**config.mk**
```make
export PLATFORM = sky130hd
export DESIGN_NAME = bfcsu_top
export DESIGN_NICKNAME = d
export VERILOG_FILES = /design/src/verilog/bfcsu_pkg.sv /design/src/verilog/bfcsu_strobe.sv /design/src/verilog/bfcsu_top.sv
export SDC_FILE = /design/constraint.sdc
export NUM_CORES = 1
export LEC_CHECK = 0
export BUFFER_PORTS_ARGS = -buffer_cell sky130_fd_sc_hd__buf_2
export CAP_MARGIN = 0
export CORE_MARGIN = 2
export CORE_UTILIZATION = 59
export CTS_BUF_LIST = sky130_fd_sc_hd__clkbuf_8
export DETAILED_ROUTE_END_ITERATION = 7
export GPL_TIMING_DRIVEN = 0
export HOLD_SLACK_MARGIN = 0.15
export PLACE_DENSITY = 0.83
export SKIP_LAST_GASP = 1
export SLEW_MARGIN = 20
export SYNTH_ARGS = -nofsm -noshare
export SYNTH_HDL_FRONTEND = slang
export SYNTH_SLANG_ARGS = --single-unit
```
**constraint.sdc**
```tcl
create_clock -name CLK_SYS -period 6.3 [get_ports CLK_SYS]
set_input_delay 0.63 -clock CLK_SYS [delete_from_list [all_inputs] [get_ports CLK_SYS]]
set_output_delay 0.63 -clock CLK_SYS [all_outputs]
set_load 0.02 [all_outputs]
```
**src/verilog/bfcsu_pkg.sv**
```systemverilog
// package: constants and types for the boot flash host controller
package bfcsu_pkg;
    // =====================================================================
    // flash command codes
    localparam logic [7:0] CMD_READ_ARRAY  = 8'h0_0FF;
    localparam logic [7:0] CMD_READ_SIG    = 8'h0_090;
    localparam logic [7:0] CMD_READ_STATUS = 8'h0_070;
    localparam logic [7:0] CMD_CLEAR_STAT  = 8'h0_050;
    localparam logic [7:0] CMD_ERASE_SETUP = 8'h0_020;
    localparam logic [7:0] CMD_CONFIRM     = 8'h0_0D0;
    localparam logic [7:0] CMD_SUSPEND     = 8'h0_0B0;
    localparam logic [7:0] CMD_PROG_SETUP  = 8'h0_040;
    // =====================================================================
    // status bit positions
    localparam int SR_READY   = 7;
    localparam int SR_PAUSED  = 6;
    localparam int SR_ERASEF  = 5;
    localparam int SR_PROGF   = 4;
    localparam logic [7:0] SR_USED_MASK = 8'h0_0F8;
    // =====================================================================
    // host register byte offsets
    localparam logic [7:0] REG_CTRL   = 8'h0_000;
    localparam logic [7:0] REG_ADDR   = 8'h0_004;
    localparam logic [7:0] REG_DATA   = 8'h0_008;
    localparam logic [7:0] REG_STATUS = 8'h0_00C;
    localparam logic [7:0] REG_PINS   = 8'h0_010;
    // ctrl field positions
    localparam int CTRL_OP_LSB = 0;
    localparam int CTRL_PD     = 4;
    localparam int CTRL_HV     = 5;
    localparam int CTRL_GO     = 8;
    // status field positions
    localparam int ST_BUSY = 8;
    localparam int ST_DONE = 9;
    localparam int ST_ERR  = 10;
    // =====================================================================
    // strobe timing
    localparam int T_STROBE_NS = 40;
    localparam int T_GAP_NS    = 10;
    localparam int T_READ_NS   = 120;
    localparam int T_PDREC_NS  = 480;
    localparam int CLK_NS      = 10;
    localparam int CYC_STROBE  = (T_STROBE_NS + CLK_NS - 1) / CLK_NS;
    localparam int CYC_GAP     = (T_GAP_NS + CLK_NS - 1) / CLK_NS;
    localparam int CYC_READ    = (T_READ_NS + CLK_NS - 1) / CLK_NS;
    localparam int CYC_PDREC   = (T_PDREC_NS + CLK_NS - 1) / CLK_NS;
    localparam int CNT_W       = 8;
    localparam int POLL_LIMIT  = 255;
    localparam logic [31:0] RESET_WORD = 32'h0000_0000;
    // =====================================================================
    // host operations
    typedef enum logic [3:0] {
        OP_READ, OP_WRITE_CMD, OP_READ_STATUS, OP_CLEAR, OP_ERASE,
        OP_PROGRAM, OP_SUSPEND, OP_RESUME, OP_SIG, OP_RESET_ARRAY
    } bfcsu_op_t;
    typedef struct packed {
        logic       cs_n;
        logic       oe_n;
        logic       we_n;
        logic       pd_n;
        logic       hv_a9;
        logic [16:0] addr;
        logic [7:0] dout;
        logic       doe;
    } bfcsu_pins_t;
    typedef struct packed {
        logic       write;
        logic [7:0] data;
    } bfcsu_cyc_t;
endpackage

```
**src/verilog/bfcsu_strobe.sv**
```systemverilog
// module: one flash bus cycle (write or read) with timed strobes
`timescale 1ns/100ps
module bfcsu_strobe
    import bfcsu_pkg::*;
(
    input  wire logic        clk,
    input  wire logic        resetn,
    input  wire logic        start,
    input  wire bfcsu_cyc_t  cyc,
    input  wire logic [7:0]  din,
    output logic             cs_n,
    output logic             oe_n,
    output logic             we_n,
    output logic             doe,
    output logic [7:0]       dout,
    output logic [7:0]       rdata,
    output logic             done
);
    typedef enum {S_IDLE, S_LOW, S_GAP} bfcsu_sst_t;
    bfcsu_sst_t       st;
    logic [CNT_W-1:0] cnt;
    logic             wr;

    // =====================================================================
    // cycle sequencing; strobes fall and rise together with cs_n so the
    // later falling edge of oe_n/cs_n re-latches status on each read
    always_ff @(posedge clk) begin
        if (!resetn) begin
            st <= S_IDLE;
            cnt <= '0;
            wr <= 1'b0;
            cs_n <= 1'b1;
            oe_n <= 1'b1;
            we_n <= 1'b1;
            doe <= 1'b0;
            dout <= '0;
            rdata <= '0;
            done <= 1'b0;
        end else begin
            done <= 1'b0;
            case (st)
                S_IDLE: begin
                    if (start) begin
                        wr <= cyc.write;
                        dout <= cyc.data;
                        doe <= cyc.write;
                        cs_n <= 1'b0;
                        we_n <= !cyc.write;
                        oe_n <= cyc.write;
                        cnt <= cyc.write ? CNT_W'(CYC_STROBE) : CNT_W'(CYC_READ);
                        st <= S_LOW;
                    end
                end
                S_LOW: begin
                    if (cnt > CNT_W'(1)) begin
                        cnt <= cnt - CNT_W'(1);
                    end else begin
                        if (!wr) begin
                            rdata <= din;
                        end
                        we_n <= 1'b1;
                        oe_n <= 1'b1;
                        cs_n <= 1'b1;
                        cnt <= CNT_W'(CYC_GAP);
                        st <= S_GAP;
                    end
                end
                S_GAP: begin
                    doe <= 1'b0;
                    if (cnt > CNT_W'(1)) begin
                        cnt <= cnt - CNT_W'(1);
                    end else begin
                        done <= 1'b1;
                        st <= S_IDLE;
                    end
                end
                default: st <= S_IDLE;
            endcase
        end
    end

    // =====================================================================
    a_write_hold_data: assert property (@(posedge clk) disable iff (!resetn)
        $rose(we_n) |-> doe) else $error("data released before strobe rise");
    a_strobe_excl: assert property (@(posedge clk) disable iff (!resetn)
        !(oe_n == 1'b0 && we_n == 1'b0)) else $error("read and write strobes overlap");
    a_status_toggle: assert property (@(posedge clk) disable iff (!resetn)
        done |-> cs_n && oe_n) else $error("strobes not raised between cycles");
endmodule // bfcsu_strobe

```
**src/verilog/bfcsu_top.sv**
```systemverilog
// module: AHB-Lite host controller driving a parallel boot flash
// Summary of operation
// - read with select and drive low
// - FFH write returns to array read
// - 90H gives signature at 0 and 1
// - raise strobes between status reads
// - clear status after supply low
// - erase is 20H then D0H in block
// - D0H resumes a paused erase
// - 40H then address/data program write
// - check ready before failure bits
`timescale 1ns/100ps
module bfcsu_top
    import bfcsu_pkg::*;
(
    input  wire logic        CLK_SYS,
    input  wire logic        RESETN,
    input  wire logic        HSEL,
    input  wire logic [31:0] HADDR,
    input  wire logic [1:0]  HTRANS,
    input  wire logic        HWRITE,
    input  wire logic [2:0]  HSIZE,
    input  wire logic [31:0] HWDATA,
    input  wire logic        HREADY,
    output logic [31:0]      HRDATA,
    output logic             HREADYOUT,
    output logic             HRESP,
    output logic             FL_CS_N,
    output logic             FL_OE_N,
    output logic             FL_WE_N,
    output logic             FL_PD_N,
    output logic             FL_HV_A9,
    output logic [16:0]      FL_ADDR,
    input  wire logic [7:0]  FL_DQ_I,
    output logic [7:0]       FL_DQ_O,
    output logic             FL_DQ_OE
);
    typedef enum {M_IDLE, M_C1, M_C2, M_POLL, M_PDREC} bfcsu_mst_t;

    logic             dph_valid;
    logic             dph_write;
    logic [7:0]       dph_addr;
    logic [7:0]       op;
    logic             pd;
    logic             hv;
    logic [16:0]      addr;
    logic [7:0]       wdata;
    logic [7:0]       rdata;
    logic [7:0]       status;
    logic             busy;
    logic             done;
    logic             err;
    bfcsu_mst_t       st;
    logic [CNT_W-1:0] cnt;
    logic             start;
    bfcsu_cyc_t       cyc;
    logic             s_done;
    logic [7:0]       s_rdata;
    logic             go;
    logic             s_cs_n;

    function automatic bfcsu_cyc_t wcyc(input logic [7:0] d);
        wcyc.write = 1'b1;
        wcyc.data = d;
    endfunction
    function automatic logic [7:0] mask_sr(input logic [7:0] d);
        mask_sr = d & SR_USED_MASK;
    endfunction

    // =====================================================================
    // AHB-Lite slave: zero wait states, always OKAY
    assign HREADYOUT = 1'b1;
    assign HRESP = 1'b0;
    assign go = dph_valid && dph_write && dph_addr == REG_CTRL && HWDATA[CTRL_GO];

    always_ff @(posedge CLK_SYS) begin
        if (!RESETN) begin
            dph_valid <= 1'b0;
            dph_write <= 1'b0;
            dph_addr <= '0;
        end else begin
            dph_valid <= HSEL && HREADY && HTRANS[1];
            dph_write <= HWRITE;
            dph_addr <= HADDR[7:0];
        end
    end

    always_comb begin
        HRDATA = RESET_WORD;
        case (dph_addr)
            REG_CTRL:   HRDATA = {26'd0, hv, pd, op[3:0]};
            REG_ADDR:   HRDATA = {15'd0, addr};
            REG_DATA:   HRDATA = {24'd0, rdata};
            REG_STATUS: HRDATA = {21'd0, err, done, busy, status};
            REG_PINS:   HRDATA = {27'd0, FL_PD_N, FL_HV_A9, FL_CS_N, FL_OE_N, FL_WE_N};
            default:    HRDATA = RESET_WORD;
        endcase
    end

    // software configuration registers
    always_ff @(posedge CLK_SYS) begin
        if (!RESETN) begin
            op <= '0;
            pd <= 1'b0;
            hv <= 1'b0;
            addr <= '0;
            wdata <= '0;
        end else if (dph_valid && dph_write) begin
            case (dph_addr)
                REG_CTRL: begin
                    if (!busy) begin
                        op <= {4'd0, HWDATA[CTRL_OP_LSB +: 4]};
                        hv <= HWDATA[CTRL_HV];
                    end
                    pd <= HWDATA[CTRL_PD];
                end
                REG_ADDR: addr <= HWDATA[16:0];
                REG_DATA: wdata <= HWDATA[7:0];
                default: ;
            endcase
        end
    end

    // =====================================================================
    // powerdown pin: low puts the device into deep powerdown and aborts it
    always_ff @(posedge CLK_SYS) begin
        if (!RESETN) begin
            FL_PD_N <= 1'b0;
        end else begin
            FL_PD_N <= !pd;
        end
    end

    always_ff @(posedge CLK_SYS) begin
        if (!RESETN) begin
            FL_HV_A9 <= 1'b0;
            FL_ADDR <= '0;
        end else begin
            FL_HV_A9 <= hv;
            FL_ADDR <= addr;
        end
    end

    // =====================================================================
    // operation sequencer
    always_comb begin
        start = 1'b0;
        cyc = wcyc(CMD_READ_ARRAY);
        case (st)
            M_C1: begin
                start = 1'b1;
                case (bfcsu_op_t'(op[3:0]))
                    OP_READ:        cyc = '{write: 1'b0, data: 8'h0_000};
                    OP_WRITE_CMD:   cyc = wcyc(wdata);
                    OP_READ_STATUS: cyc = wcyc(CMD_READ_STATUS);
                    OP_CLEAR:       cyc = wcyc(CMD_CLEAR_STAT);
                    OP_ERASE:       cyc = wcyc(CMD_ERASE_SETUP);
                    OP_PROGRAM:     cyc = wcyc(CMD_PROG_SETUP);
                    OP_SUSPEND:     cyc = wcyc(CMD_SUSPEND);
                    OP_RESUME:      cyc = wcyc(CMD_CONFIRM);
                    OP_SIG:         cyc = wcyc(CMD_READ_SIG);
                    default:        cyc = wcyc(CMD_READ_ARRAY);
                endcase
            end
            M_C2: begin
                start = 1'b1;
                case (bfcsu_op_t'(op[3:0]))
                    OP_ERASE:   cyc = wcyc(CMD_CONFIRM);
                    OP_PROGRAM: cyc = wcyc(wdata);
                    default:    cyc = '{write: 1'b0, data: 8'h0_000};
                endcase
            end
            M_POLL: begin
                start = 1'b1;
                cyc = '{write: 1'b0, data: 8'h0_000};
            end
            default: ;
        endcase
    end

    always_ff @(posedge CLK_SYS) begin
        if (!RESETN) begin
            st <= M_IDLE;
            busy <= 1'b0;
            done <= 1'b0;
            err <= 1'b0;
            status <= '0;
            rdata <= '0;
            cnt <= '0;
        end else begin
            case (st)
                M_IDLE: begin
                    if (!FL_PD_N) begin
                        cnt <= CNT_W'(CYC_PDREC);
                        st <= M_PDREC;
                    end else if (go) begin
                        busy <= 1'b1;
                        done <= 1'b0;
                        err <= 1'b0;
                        st <= M_C1;
                    end
                end
                M_PDREC: begin
                    // the device resumes in array read after powerdown exit
                    if (!FL_PD_N) begin
                        cnt <= CNT_W'(CYC_PDREC);
                    end else if (cnt > CNT_W'(1)) begin
                        cnt <= cnt - CNT_W'(1);
                    end else begin
                        st <= M_IDLE;
                    end
                end
                M_C1: begin
                    if (s_done) begin
                        if (bfcsu_op_t'(op[3:0]) == OP_READ) begin
                            rdata <= s_rdata;
                            busy <= 1'b0;
                            done <= 1'b1;
                            st <= M_IDLE;
                        end else begin
                            st <= M_C2;
                        end
                    end else begin
                        st <= M_C1;
                    end
                end
                M_C2: begin
                    if (s_done) begin
                        cnt <= CNT_W'(POLL_LIMIT);
                        st <= M_POLL;
                        if (bfcsu_op_t'(op[3:0]) == OP_SIG || bfcsu_op_t'(op[3:0]) == OP_READ_STATUS
                            || bfcsu_op_t'(op[3:0]) == OP_WRITE_CMD
                            || bfcsu_op_t'(op[3:0]) == OP_RESET_ARRAY) begin
                            rdata <= s_rdata;
                            busy <= 1'b0;
                            done <= 1'b1;
                            st <= M_IDLE;
                        end
                    end
                end
                M_POLL: begin
                    if (s_done) begin
                        rdata <= s_rdata;
                        status <= mask_sr(s_rdata);
                        // ready must be seen before the fail bits count
                        if (s_rdata[SR_READY]) begin
                            err <= s_rdata[SR_ERASEF] | s_rdata[SR_PROGF];
                            busy <= 1'b0;
                            done <= 1'b1;
                            st <= M_IDLE;
                        end else if (cnt == '0) begin
                            err <= 1'b1;
                            busy <= 1'b0;
                            st <= M_IDLE;
                        end else begin
                            cnt <= cnt - CNT_W'(1);
                        end
                    end
                    if (!FL_PD_N) begin
                        busy <= 1'b0;
                        err <= 1'b1;
                        st <= M_IDLE;
                    end
                end
                default: st <= M_IDLE;
            endcase
        end
    end

    // =====================================================================
    bfcsu_strobe u_strobe (
        .clk    (CLK_SYS),
        .resetn (RESETN),
        .start  (start && !s_done && FL_PD_N),
        .cyc    (cyc),
        .din    (FL_DQ_I),
        .cs_n   (s_cs_n),
        .oe_n   (FL_OE_N),
        .we_n   (FL_WE_N),
        .doe    (FL_DQ_OE),
        .dout   (FL_DQ_O),
        .rdata  (s_rdata),
        .done   (s_done)
    );
    assign FL_CS_N = s_cs_n;

    // =====================================================================
    a_pd_no_strobe: assert property (@(posedge CLK_SYS) disable iff (!RESETN)
        (!FL_PD_N && st == M_IDLE) |=> FL_CS_N) else $error("access during powerdown");
    a_poll_ready: assert property (@(posedge CLK_SYS) disable iff (!RESETN)
        (st == M_POLL && s_done && s_rdata[SR_READY]) |=> done && !busy)
        else $error("ready status not completed");
    a_status_mask: assert property (@(posedge CLK_SYS) disable iff (!RESETN)
        status[2:0] == 3'd0) else $error("reserved status bits kept");
    a_go_busy: assert property (@(posedge CLK_SYS) disable iff (!RESETN)
        (st == M_IDLE && go && FL_PD_N) |=> busy ##1 !FL_CS_N)
        else $error("operation not started");
    a_pd_wait: assert property (@(posedge CLK_SYS) disable iff (!RESETN)
        $rose(FL_PD_N) |-> FL_CS_N [*8]) else $error("powerdown recovery short");
    c_erase: cover property (@(posedge CLK_SYS) disable iff (!RESETN)
        st == M_POLL && bfcsu_op_t'(op[3:0]) == OP_ERASE && s_done);
    c_prog: cover property (@(posedge CLK_SYS) disable iff (!RESETN)
        st == M_POLL && bfcsu_op_t'(op[3:0]) == OP_PROGRAM && s_done && s_rdata[SR_READY]);
    c_read: cover property (@(posedge CLK_SYS) disable iff (!RESETN)
        st == M_C1 && s_done && bfcsu_op_t'(op[3:0]) == OP_READ);
endmodule // bfcsu_top

```
---- After elaboration in Yosys (flattened, before gate mapping) ----
Cells that the tools add are included.
cells by class
  bitwise gates (word level) .............. 4
  $add $sub $neg .......................... 2
  multiplexer cells ....................... 75
  order comparisons ....................... 2
  reduce and logical (&&, ||, !) cells .... 44
  equality and inequality tests ........... 40
operator list
  operator             number
  $mux 32              13
  $pmux 32 s5          1
  $mux 8               15
  $eq 32x2->1 const B  3
  $pmux 32 s3          1
  $pmux 17 s5          1
  $pmux 9 s9           1
  $eq 32x1->1 const B  2
  $logic_not 32->1     2
  $pmux 8 s3           2
  $eq 32x3->1 const B  1
  $pmux 8 s4           1
  $mux 1               28
  $pmux 9 s3           1
  $ne 2x2->1 const B   11
  $pmux 9 s2           1
  $reduce_and 9->1     2
  $eq 4x3->1 const B   4
  $eq 8x4->1 const B   2
  $gt 8x1->1 const B   2
  $logic_not 8->1      2
  $sub 8x1->8 const B  2
  $reduce_and 3->1     5
  $reduce_and 2->1     7
  other kinds (26)     57
word-level totals
  output and inout port bits .............. 65
  word-level logic and storage cells ...... 195
  flip-flop bits (word level) ............. 178

---- Logic depth before layout (Yosys ltp) ----
Gate-level depths: netlist of the first run.
  depth after elaboration ................. 7
  gate-level depth with buffers ........... 9
  depth with buffers taken out ............ 7

---- By module ----
From an unflattened synthesis of the first run, not the netlist that was laid out.
unflattened totals
  cell total of the unflattened synthesis .. 698
  area, all modules ....................... 5774.3 um^2
by module, submodules not included
  module        instances  sequential area each (um^2)  area an instance (um^2)  cells an instance
  bfcsu_top     1          1741.7                       4220.3                   520
  bfcsu_strobe  1          640.6                        1554.0                   178

---- Worst setup path after synthesis of the first run ----
OpenSTA, ideal clock, no wires.
  path type ............................... flip-flop to output port
  start ................................... register dph_addr[3]
  end ..................................... output HRDATA[0]
  cell stages (with the launch flop) ...... 6
  data arrival time ....................... 1.411 ns
  setup slack ............................. 4.259 ns
  path through ............................ dfxtp_1 -> buf_2 -> nor2b_1 -> a21oi_1 -> o21a_1 -> nor2_1
between the ends
  word-level cells in the longest chain between the ends .. 2
  elaborated cells on any way between the ends .. 6
  classes of those cells .................. eq/ne (4); mux (1); reduce/logical (1)
ends and longest elaborated chain
  what                                line             source
  from (decl)                         bfcsu_top.sv:42  logic [7:0] dph_addr;
  from (signal assigned)              bfcsu_top.sv:84  dph_addr <= HADDR[7:0];
  $eq 8x5->1 (tied with other cells)  bfcsu_top.sv:90  case (dph_addr)
  $pmux 17 s5 (*)                     bfcsu_top.sv:90
  to (decl)                           bfcsu_top.sv:25  output logic [31:0] HRDATA,
Every way passes the cells marked *; elsewhere a longest branch is shown, timed or not.

---- Worst setup path in the final report of the first run ----
  start ................................... register dph_addr[2]
  end ..................................... output HRDATA[4]
Same word-level chain as after synthesis.

==> results of run 1 <==
[registers in the layout, summed over array words and instances (netlist names), 2 cells and up]
signal          flops
u_strobe.rdata      8
FL_ADDR            17
rdata               8
u_strobe.st         2
st                  3
addr               17
u_strobe.cnt        8
status              5
wdata               8
cnt                 8
op                  4
u_strobe.dout       8
dph_addr            8
[routing by layer]
layer	track usage	vias up	routed length [um]
met2	0.487	265	7460
li1	-	2510	-
met4	0.0891	0	251
met5	0	-	0
met3	0.0780	31	1310
met1	0.382	2493	6530
[cell type report]
class,instances,area [um2]
Fill cell,754,2830
Multi-Input combinational cell,472,3090
Clock buffer,19,262
Sequential cell,119,2380
Tap cell,133,166
Timing Repair Buffer,86,430
Buffer,53,288
Clock inverter,13,120
Inverter,20,75.1
[logic make-up after synthesis]
logic type	Yosys count	share of synthesized area
AND/OR/NAND/NOR	248	0.234
AO/OA/AOI/OAI	140	0.163
flip-flops	119	0.412
buffers and inverters	73	0.0628
multiplexers	58	0.108
adder cells (fa/ha/maj)	9	0.0195
other	2	0.00130
[worst max-delay path: cells and delay by family (launching register included)]
family                 cells  cell delay, ns
AOI/OAI and AO/OA          1            0.16
buffers and inverters      2            0.66
DFF                        1            0.36
and+or+nand+nor            2            0.23
muxes                      1            0.41
[stage by stage]
stage	util	std cells	hold slack, ns	worst slack [ns]
floorplan	-	664	0.410	4.26
detailed placement	0.667	883	0.428	3.93
CTS	0.707	915	0.393	3.44
global placement	0.667	883	0.426	3.98
finish	0.707	915	0.401	3.40
global route	0.707	915	0.393	3.29
[power groups by stage]
| stage | clock network (W) | logic, W | registers [W] |
|---|---|---|---|
| final | 0.000663 | 0.000427 | 0.000830 |
| after global routing | 0.000699 | 0.000468 | 0.000835 |
| after CTS | 0.000664 | 0.000420 | 0.000830 |
| after detailed placement | 0 | 0.000416 | 0.000847 |
| after global placement | 0 | 0.000403 | 0.000845 |
| after floorplan | 0 | 0.000310 | 0.000846 |
[worst min path at each step]
stage	start	end	slack, ns	cells after the start
global placement	pd	FL_PD_N	0.43	1
detailed placement	pd	FL_PD_N	0.43	1
global route	HADDR[7]	dph_addr[7]	0.39	2
CTS	HADDR[0]	dph_addr[0]	0.39	2
finish	HADDR[0]	dph_addr[0]	0.40	2
floorplan	pd	FL_PD_N	0.41	1
[synthesized netlist by cell type, types with 4 or more instances]
library cell  count
nor4_1            4
mux2i_1          52
o21ai_0          29
or2_2             4
ha_1              9
a211oi_1          5
nand2b_1          5
buf_4            20
nand4_1           5
nand3_1          21
a21oi_1          43
and2_1           29
nor3_1           10
nor2_1           81
nor2b_1           5
buf_2            11
inv_1            20
nand2_1          41
dfxtp_1         119
a31oi_1           9
clkbuf_1         20
and3_1           11
o21a_1            6
==> key figures, run 1 <==
Run status
  • Status: finished clean

Worst setup path
  • Reg2Reg Depth: 8
  • Worst Path Required: 5.67 ns
  • CP Class: flop to primary output
  • CP max FO: 10
  • Critical Path AT: 2.27 ns
  • CP Capture Point: HRDATA[4]
  • R2R setup slack: 4.03 ns
  • Reg2Reg Launch Point: u_strobe.cnt[0]
  • CP max stage delay: 0.49 ns
  • Worst Setup Start Kind: flop
  • Critical Path Start: dph_addr[2]
  • Crit path max-delay cell type: clkbuf_1
  • CP Capture Type: primary output
  • Sequence of cells on the critical path: clkbuf_1 -> mux4_2 -> nor2b_1 -> a31oi_1 -> nor2_1 -> buf_2
  • Crit Reg-Reg Endpoint: u_strobe.cnt[1]

Die
  • Die width: roughly 100 um
  • Core area: 9640 um2
  • Initial Util: 0.600
  • Die ar.: 10600 um2
  • I/O pin count: 147
  • Die H: 103 um
  • Row cnt: 36

STA
  • Relative slew slack: 0.547
  • Setup violators final: 0
  • Tmin final: roughly 2.9 ns
  • Setup Skew: 0.00980 ns
  • Final hold viol count: 0
  • Tcrit/Tclk final: 0.460
  • Count of pins over their slew limit: 0
  • Slew at the pin closest to its max-slew limit: slightly below 0.7 ns
  • RSZ-0062 raised after global routing: false
  • Fmax: 345 MHz
  • Setup TNS: 0 ns

GRT
  • Vias in the first global route: ~4800
  • Pin count of the biggest net entering global routing: 17
  • GRT Util Overall: 0.295
  • Initial antenna violation count: 0
  • First-pass GRT wire length: around 24000 um
  • Grt ovf: 0

Place
  • Port Buffers: 86
  • Dpl hpwl: 11300 um
  • Dpl cell area: 6430 um2
  • Gpl congestion: 0.887

Final layout
  • Number of inserted diodes: 0
  • Layout cells sized above 1: 0.235
  • Final instance area: 6810 um2
  • Commonest cells after routing, fill and taps aside: dfxtp_1 (119), buf_2 (97), nor2_1 (81)
  • Nets@finish: 860
  • Area Growth Syn to Fin: 17.9%
  • Most common cell after layout, fill and taps aside: dfxtp_1

Synthesis
  • Largest area contributor in the netlist: dfxtp_1
  • Yosys reg bits: 119
  • Synth async-reset ratio: 0
  • Ys Warns: 0
  • Post-synth top area share: 0.412
  • Sequential element share of the synthesized area: 0.412
  • Avg Cell Area, Syn: between 8 and 9 um2
  • Post-Syn Area: 5780 um2
  • Leading post-synthesis cells by cell area: dfxtp_1 (41%), mux2i_1 (9.0%), nor2_1 (5.3%)
  • Synth cell types: 83
  • Post-synth top flop: dfxtp_1
  • Post-synth EDFFs: 0
  • Cells after Synth: 649

Clock tree
  • Later-pin clock latency in the skew report: roughly 0.44 ns
  • CTS Sinks: 119
  • Worst-path clk slew: around 0.070 ns
  • CTS tree: yes
  • Num CTS Buffers: 17
  • Hold buffers post-CTS: 0
  • Post-CTS Resized: 0
  • Root buf cell: clkbuf_8
  • H-Tree Depth: 4
  • Clk buf depth: 2
  • Post-CTS Setup Repair Bufs: 0

Detailed routing
  • Total number of vias: 5299
  • Initial DRC count: 388
  • DRT Pass-1 Iters: 6
  • ANT nets after route: 0
  • Average wire per standard cell: 17.0 um
  • Vias per cell: 5.79
  • Drt drc: 0
  • DRT Wirelength: approximately 16000 um

Pwr
  • Switching Share: 0.328
  • Pwr dens: 282 nW/um2
  • Clock power frac: 0.345
  • Sequential share of power: 0.433
  • Tot Pwr: between 0.0015 and 0.002 W
  • Max VDD drop: ~0.18 mV
  • Net load switching power: about 0.00063 W
  • Int Power: 0.00129 W
  • Comb pwr share: 0.222
  • LEAKAGE: about 3.1 nW

Worst hold path
  • Worst hold path class: primary input to flop

Job
  • Total of max-cap violations: 0
No activity file was read; power rests on OpenSTA's default activity.
==> run 2: changes to the inputs <==
CORE_UTILIZATION = 55   (was 59)
PLACE_DENSITY = 0.78   (was 0.83)
clock period = 2.7 ns   (was 6.3 ns; I/O delays follow)
==> key figures, run 2 (same netlist as run 1, synthesis figures left out) <==
Worst setup path
  • Worst Path Required: 2.43 ns (-3.24 ns)
  • CP Capture Type: primary output
  • CP max FO: 10 (unchanged)
  • Critical Path AT: 2.28 ns (about the same)
  • Worst Setup Start Kind: flop
  • CP Class: flop to primary output

Final layout
  • Biggest regs: FL_ADDR (17), addr (17)
  • Layout cells sized above 1: 0.223 (-0.0125)
  • Number of inserted diodes: 0 (unchanged)
  • Most common cell after layout, fill and taps aside: dfxtp_1
  • Area of the multi-input gates: 3090 um2 (unchanged)
  • Area Growth Syn to Fin: 24.9%
  • Commonest cells after routing, fill and taps aside: dfxtp_1 (119), buf_2 (97), nor2_1 (81)
  • Nets@finish: 896 (+4.2%)
  • Filler Cells Inserted: 797 (+5.7%)
  • Storage cell area: 2380 um2 (unchanged)

GRT
  • Vias in the first global route: 5217 (+7.9%)
  • Initial antenna violation count: 0 (unchanged)
  • Pin count of the biggest net entering global routing: 17 (unchanged)
  • Grt ovf: 0 (unchanged)
  • First-pass GRT wire length: 25700 um (+7.4%)
  • GRT Util Overall: 0.291 (-0.00481)

STA
  • Tmin final: ~2.5 ns
  • Hold WS: 0.362 ns (-0.0390 ns)
  • Setup violators final: 0 (unchanged)
  • Slew at the pin closest to its max-slew limit: 0.664 ns (-0.00870 ns)
  • Count of pins over their slew limit: 0 (unchanged)
  • Final hold viol count: 0 (unchanged)
  • Relative slew slack: 0.553 (+0.00585)
  • Fmax: ~400 MHz
  • Setup Skew: 0.0105 ns (+0.000745 ns)
  • RSZ-0062 raised after global routing: false
  • Setup TNS: 0 ns (unchanged)
  • Tcrit/Tclk final: 0.943

Clock tree
  • H-Tree Depth: 4 (unchanged)
  • CTS tree: yes
  • CTS Sinks: 119 (unchanged)
  • Later-pin clock latency in the skew report: 0.44 ns (about the same)
  • Num CTS Buffers: 17 (unchanged)
  • Post-CTS Setup Repair Bufs: 0 (unchanged)
  • Root buf cell: clkbuf_8
  • Worst-path clk slew: 0.07 ns (about the same)
  • Clk buf depth: 2 (unchanged)

Pwr
  • Int Power: 0.00325 W (+150%)
  • LEAKAGE: 3.23 nW (+5.7%)
  • Comb pwr share: 0.223 (about the same)
  • Tot Pwr: 0.00472 W (+150%)
  • Net load switching power: 0.00148 W (+130%)
  • Clock power frac: 0.366 (+0.021)
  • Switching Share: 0.313 (-0.0152)
  • Pwr dens: 654 nW/um2 (+130%)
  • Sequential share of power: 0.411 (-0.022)
  • Max VDD drop: 0.335 mV (+90%)

Worst hold path
  • Worst hold path class: primary input to flop

Die
  • Initial Util: 0.562 (-0.0372)
  • Row cnt: 37 (+2.8%)
  • Die width: 107 um (+3.4%)
  • Die H: 107 um (+3.4%)
  • I/O pin count: 147 (unchanged)
  • Die ar.: 11300 um2 (+7.0%)
  • Core area: 10300 um2 (+6.6%)

Run status
  • Status: finished clean

Detailed routing
  • DRT Wirelength: 16500 um (+6.0%)
  • Average wire per standard cell: 17.3 um (+1.8%)
  • DRT Pass-1 Iters: 8 (+2)
  • Vias per cell: 5.75 (-0.78%)
  • Initial DRC count: 327 (-16%)
  • Total number of vias: 5476 (+3.3%)
  • Drt drc: 0 (unchanged)
  • ANT nets after route: 0 (unchanged)

Place
  • Dpl hpwl: 11500 um (+1.6%)
  • Port Buffers: 86 (unchanged)
  • Gpl congestion: 0.910 (+2.7%)

Job
  • Total of max-cap violations: 0 (unchanged)
==> run 2: stage by stage <==
| stage | utilization | cell area [um2] | cells | setup slack, ns |
|---|---|---|---|---|
| final | 0.702 | 7220 | 953 | 0.154 |
| after global routing | 0.702 | 7220 | 953 | 0.0656 |
| after CTS | 0.702 | 7220 | 953 | 0.213 |
| after detailed placement | 0.626 | 6440 | 886 | 0.449 |
| after global placement | 0.626 | 6440 | 886 | 0.532 |
| after floorplan | - | 5840 | 664 | 0.681 |
==> run 2: final cells by class <==
class	instances	area share
buffer	53	0.0399
inverter	20	0.0104
multi-input combinational	472	0.428
timing repair buffer	122	0.110
clock buffer	20	0.0381
clock inverter	11	0.0205
tap	136	0.0236
sequential	119	0.330
==> run 2: power groups by stage <==
stage	logic (W)	registers [W]	clock network (W)
5_1_grt	0.00114	0.00195	0.00183
6_report	0.00105	0.00194	0.00173
3_5_place_dp	0.000975	0.00198	0
2_1_floorplan	0.000723	0.00197	0
4_1_cts	0.00103	0.00194	0.00174
3_3_place_gp	0.000948	0.00197	0
==> run 2: worst paths after layout <==
path,start,end,slack (ns),cells after the start
hold reg to reg,pd,FL_PD_N,0.46,1
setup reg to reg,u_strobe.cnt[0],u_strobe.cnt[1],0.40,8
hold / removal,RESETN,u_strobe.cnt[3],0.36,4
setup / recovery,dph_addr[2],HRDATA[0],0.15,7
==> run 2: per-layer routing <==
layer | GRT usage | up-vias | share of wire
met2 | 0.484 | 227 | 0.47
met4 | 0.101 | 0 | 0.024
met1 | 0.357 | 2622 | 0.43
met5 | 0 | - | 0
met3 | 0.0889 | 44 | 0.073
li1 | - | 2583 | -
==> run 2: worst max-delay path, stage by stage (launching register included) <==
cell,delay [ns]
dfxtp_1,0.35
clkbuf_1,0.52
mux2i_1,0.23
nor2_1,0.14
a21oi_1,0.06
o21a_1,0.18
nor2_1,0.16
buf_2,0.20
==> run 2: timing repair <==
item | 4_1_cts | 5_1_grt
setup endpoints to repair | 0 | 0
hold endpoints to repair | 48 | 0
hold buffers | 36 | 0
resized for setup | 0 | 0
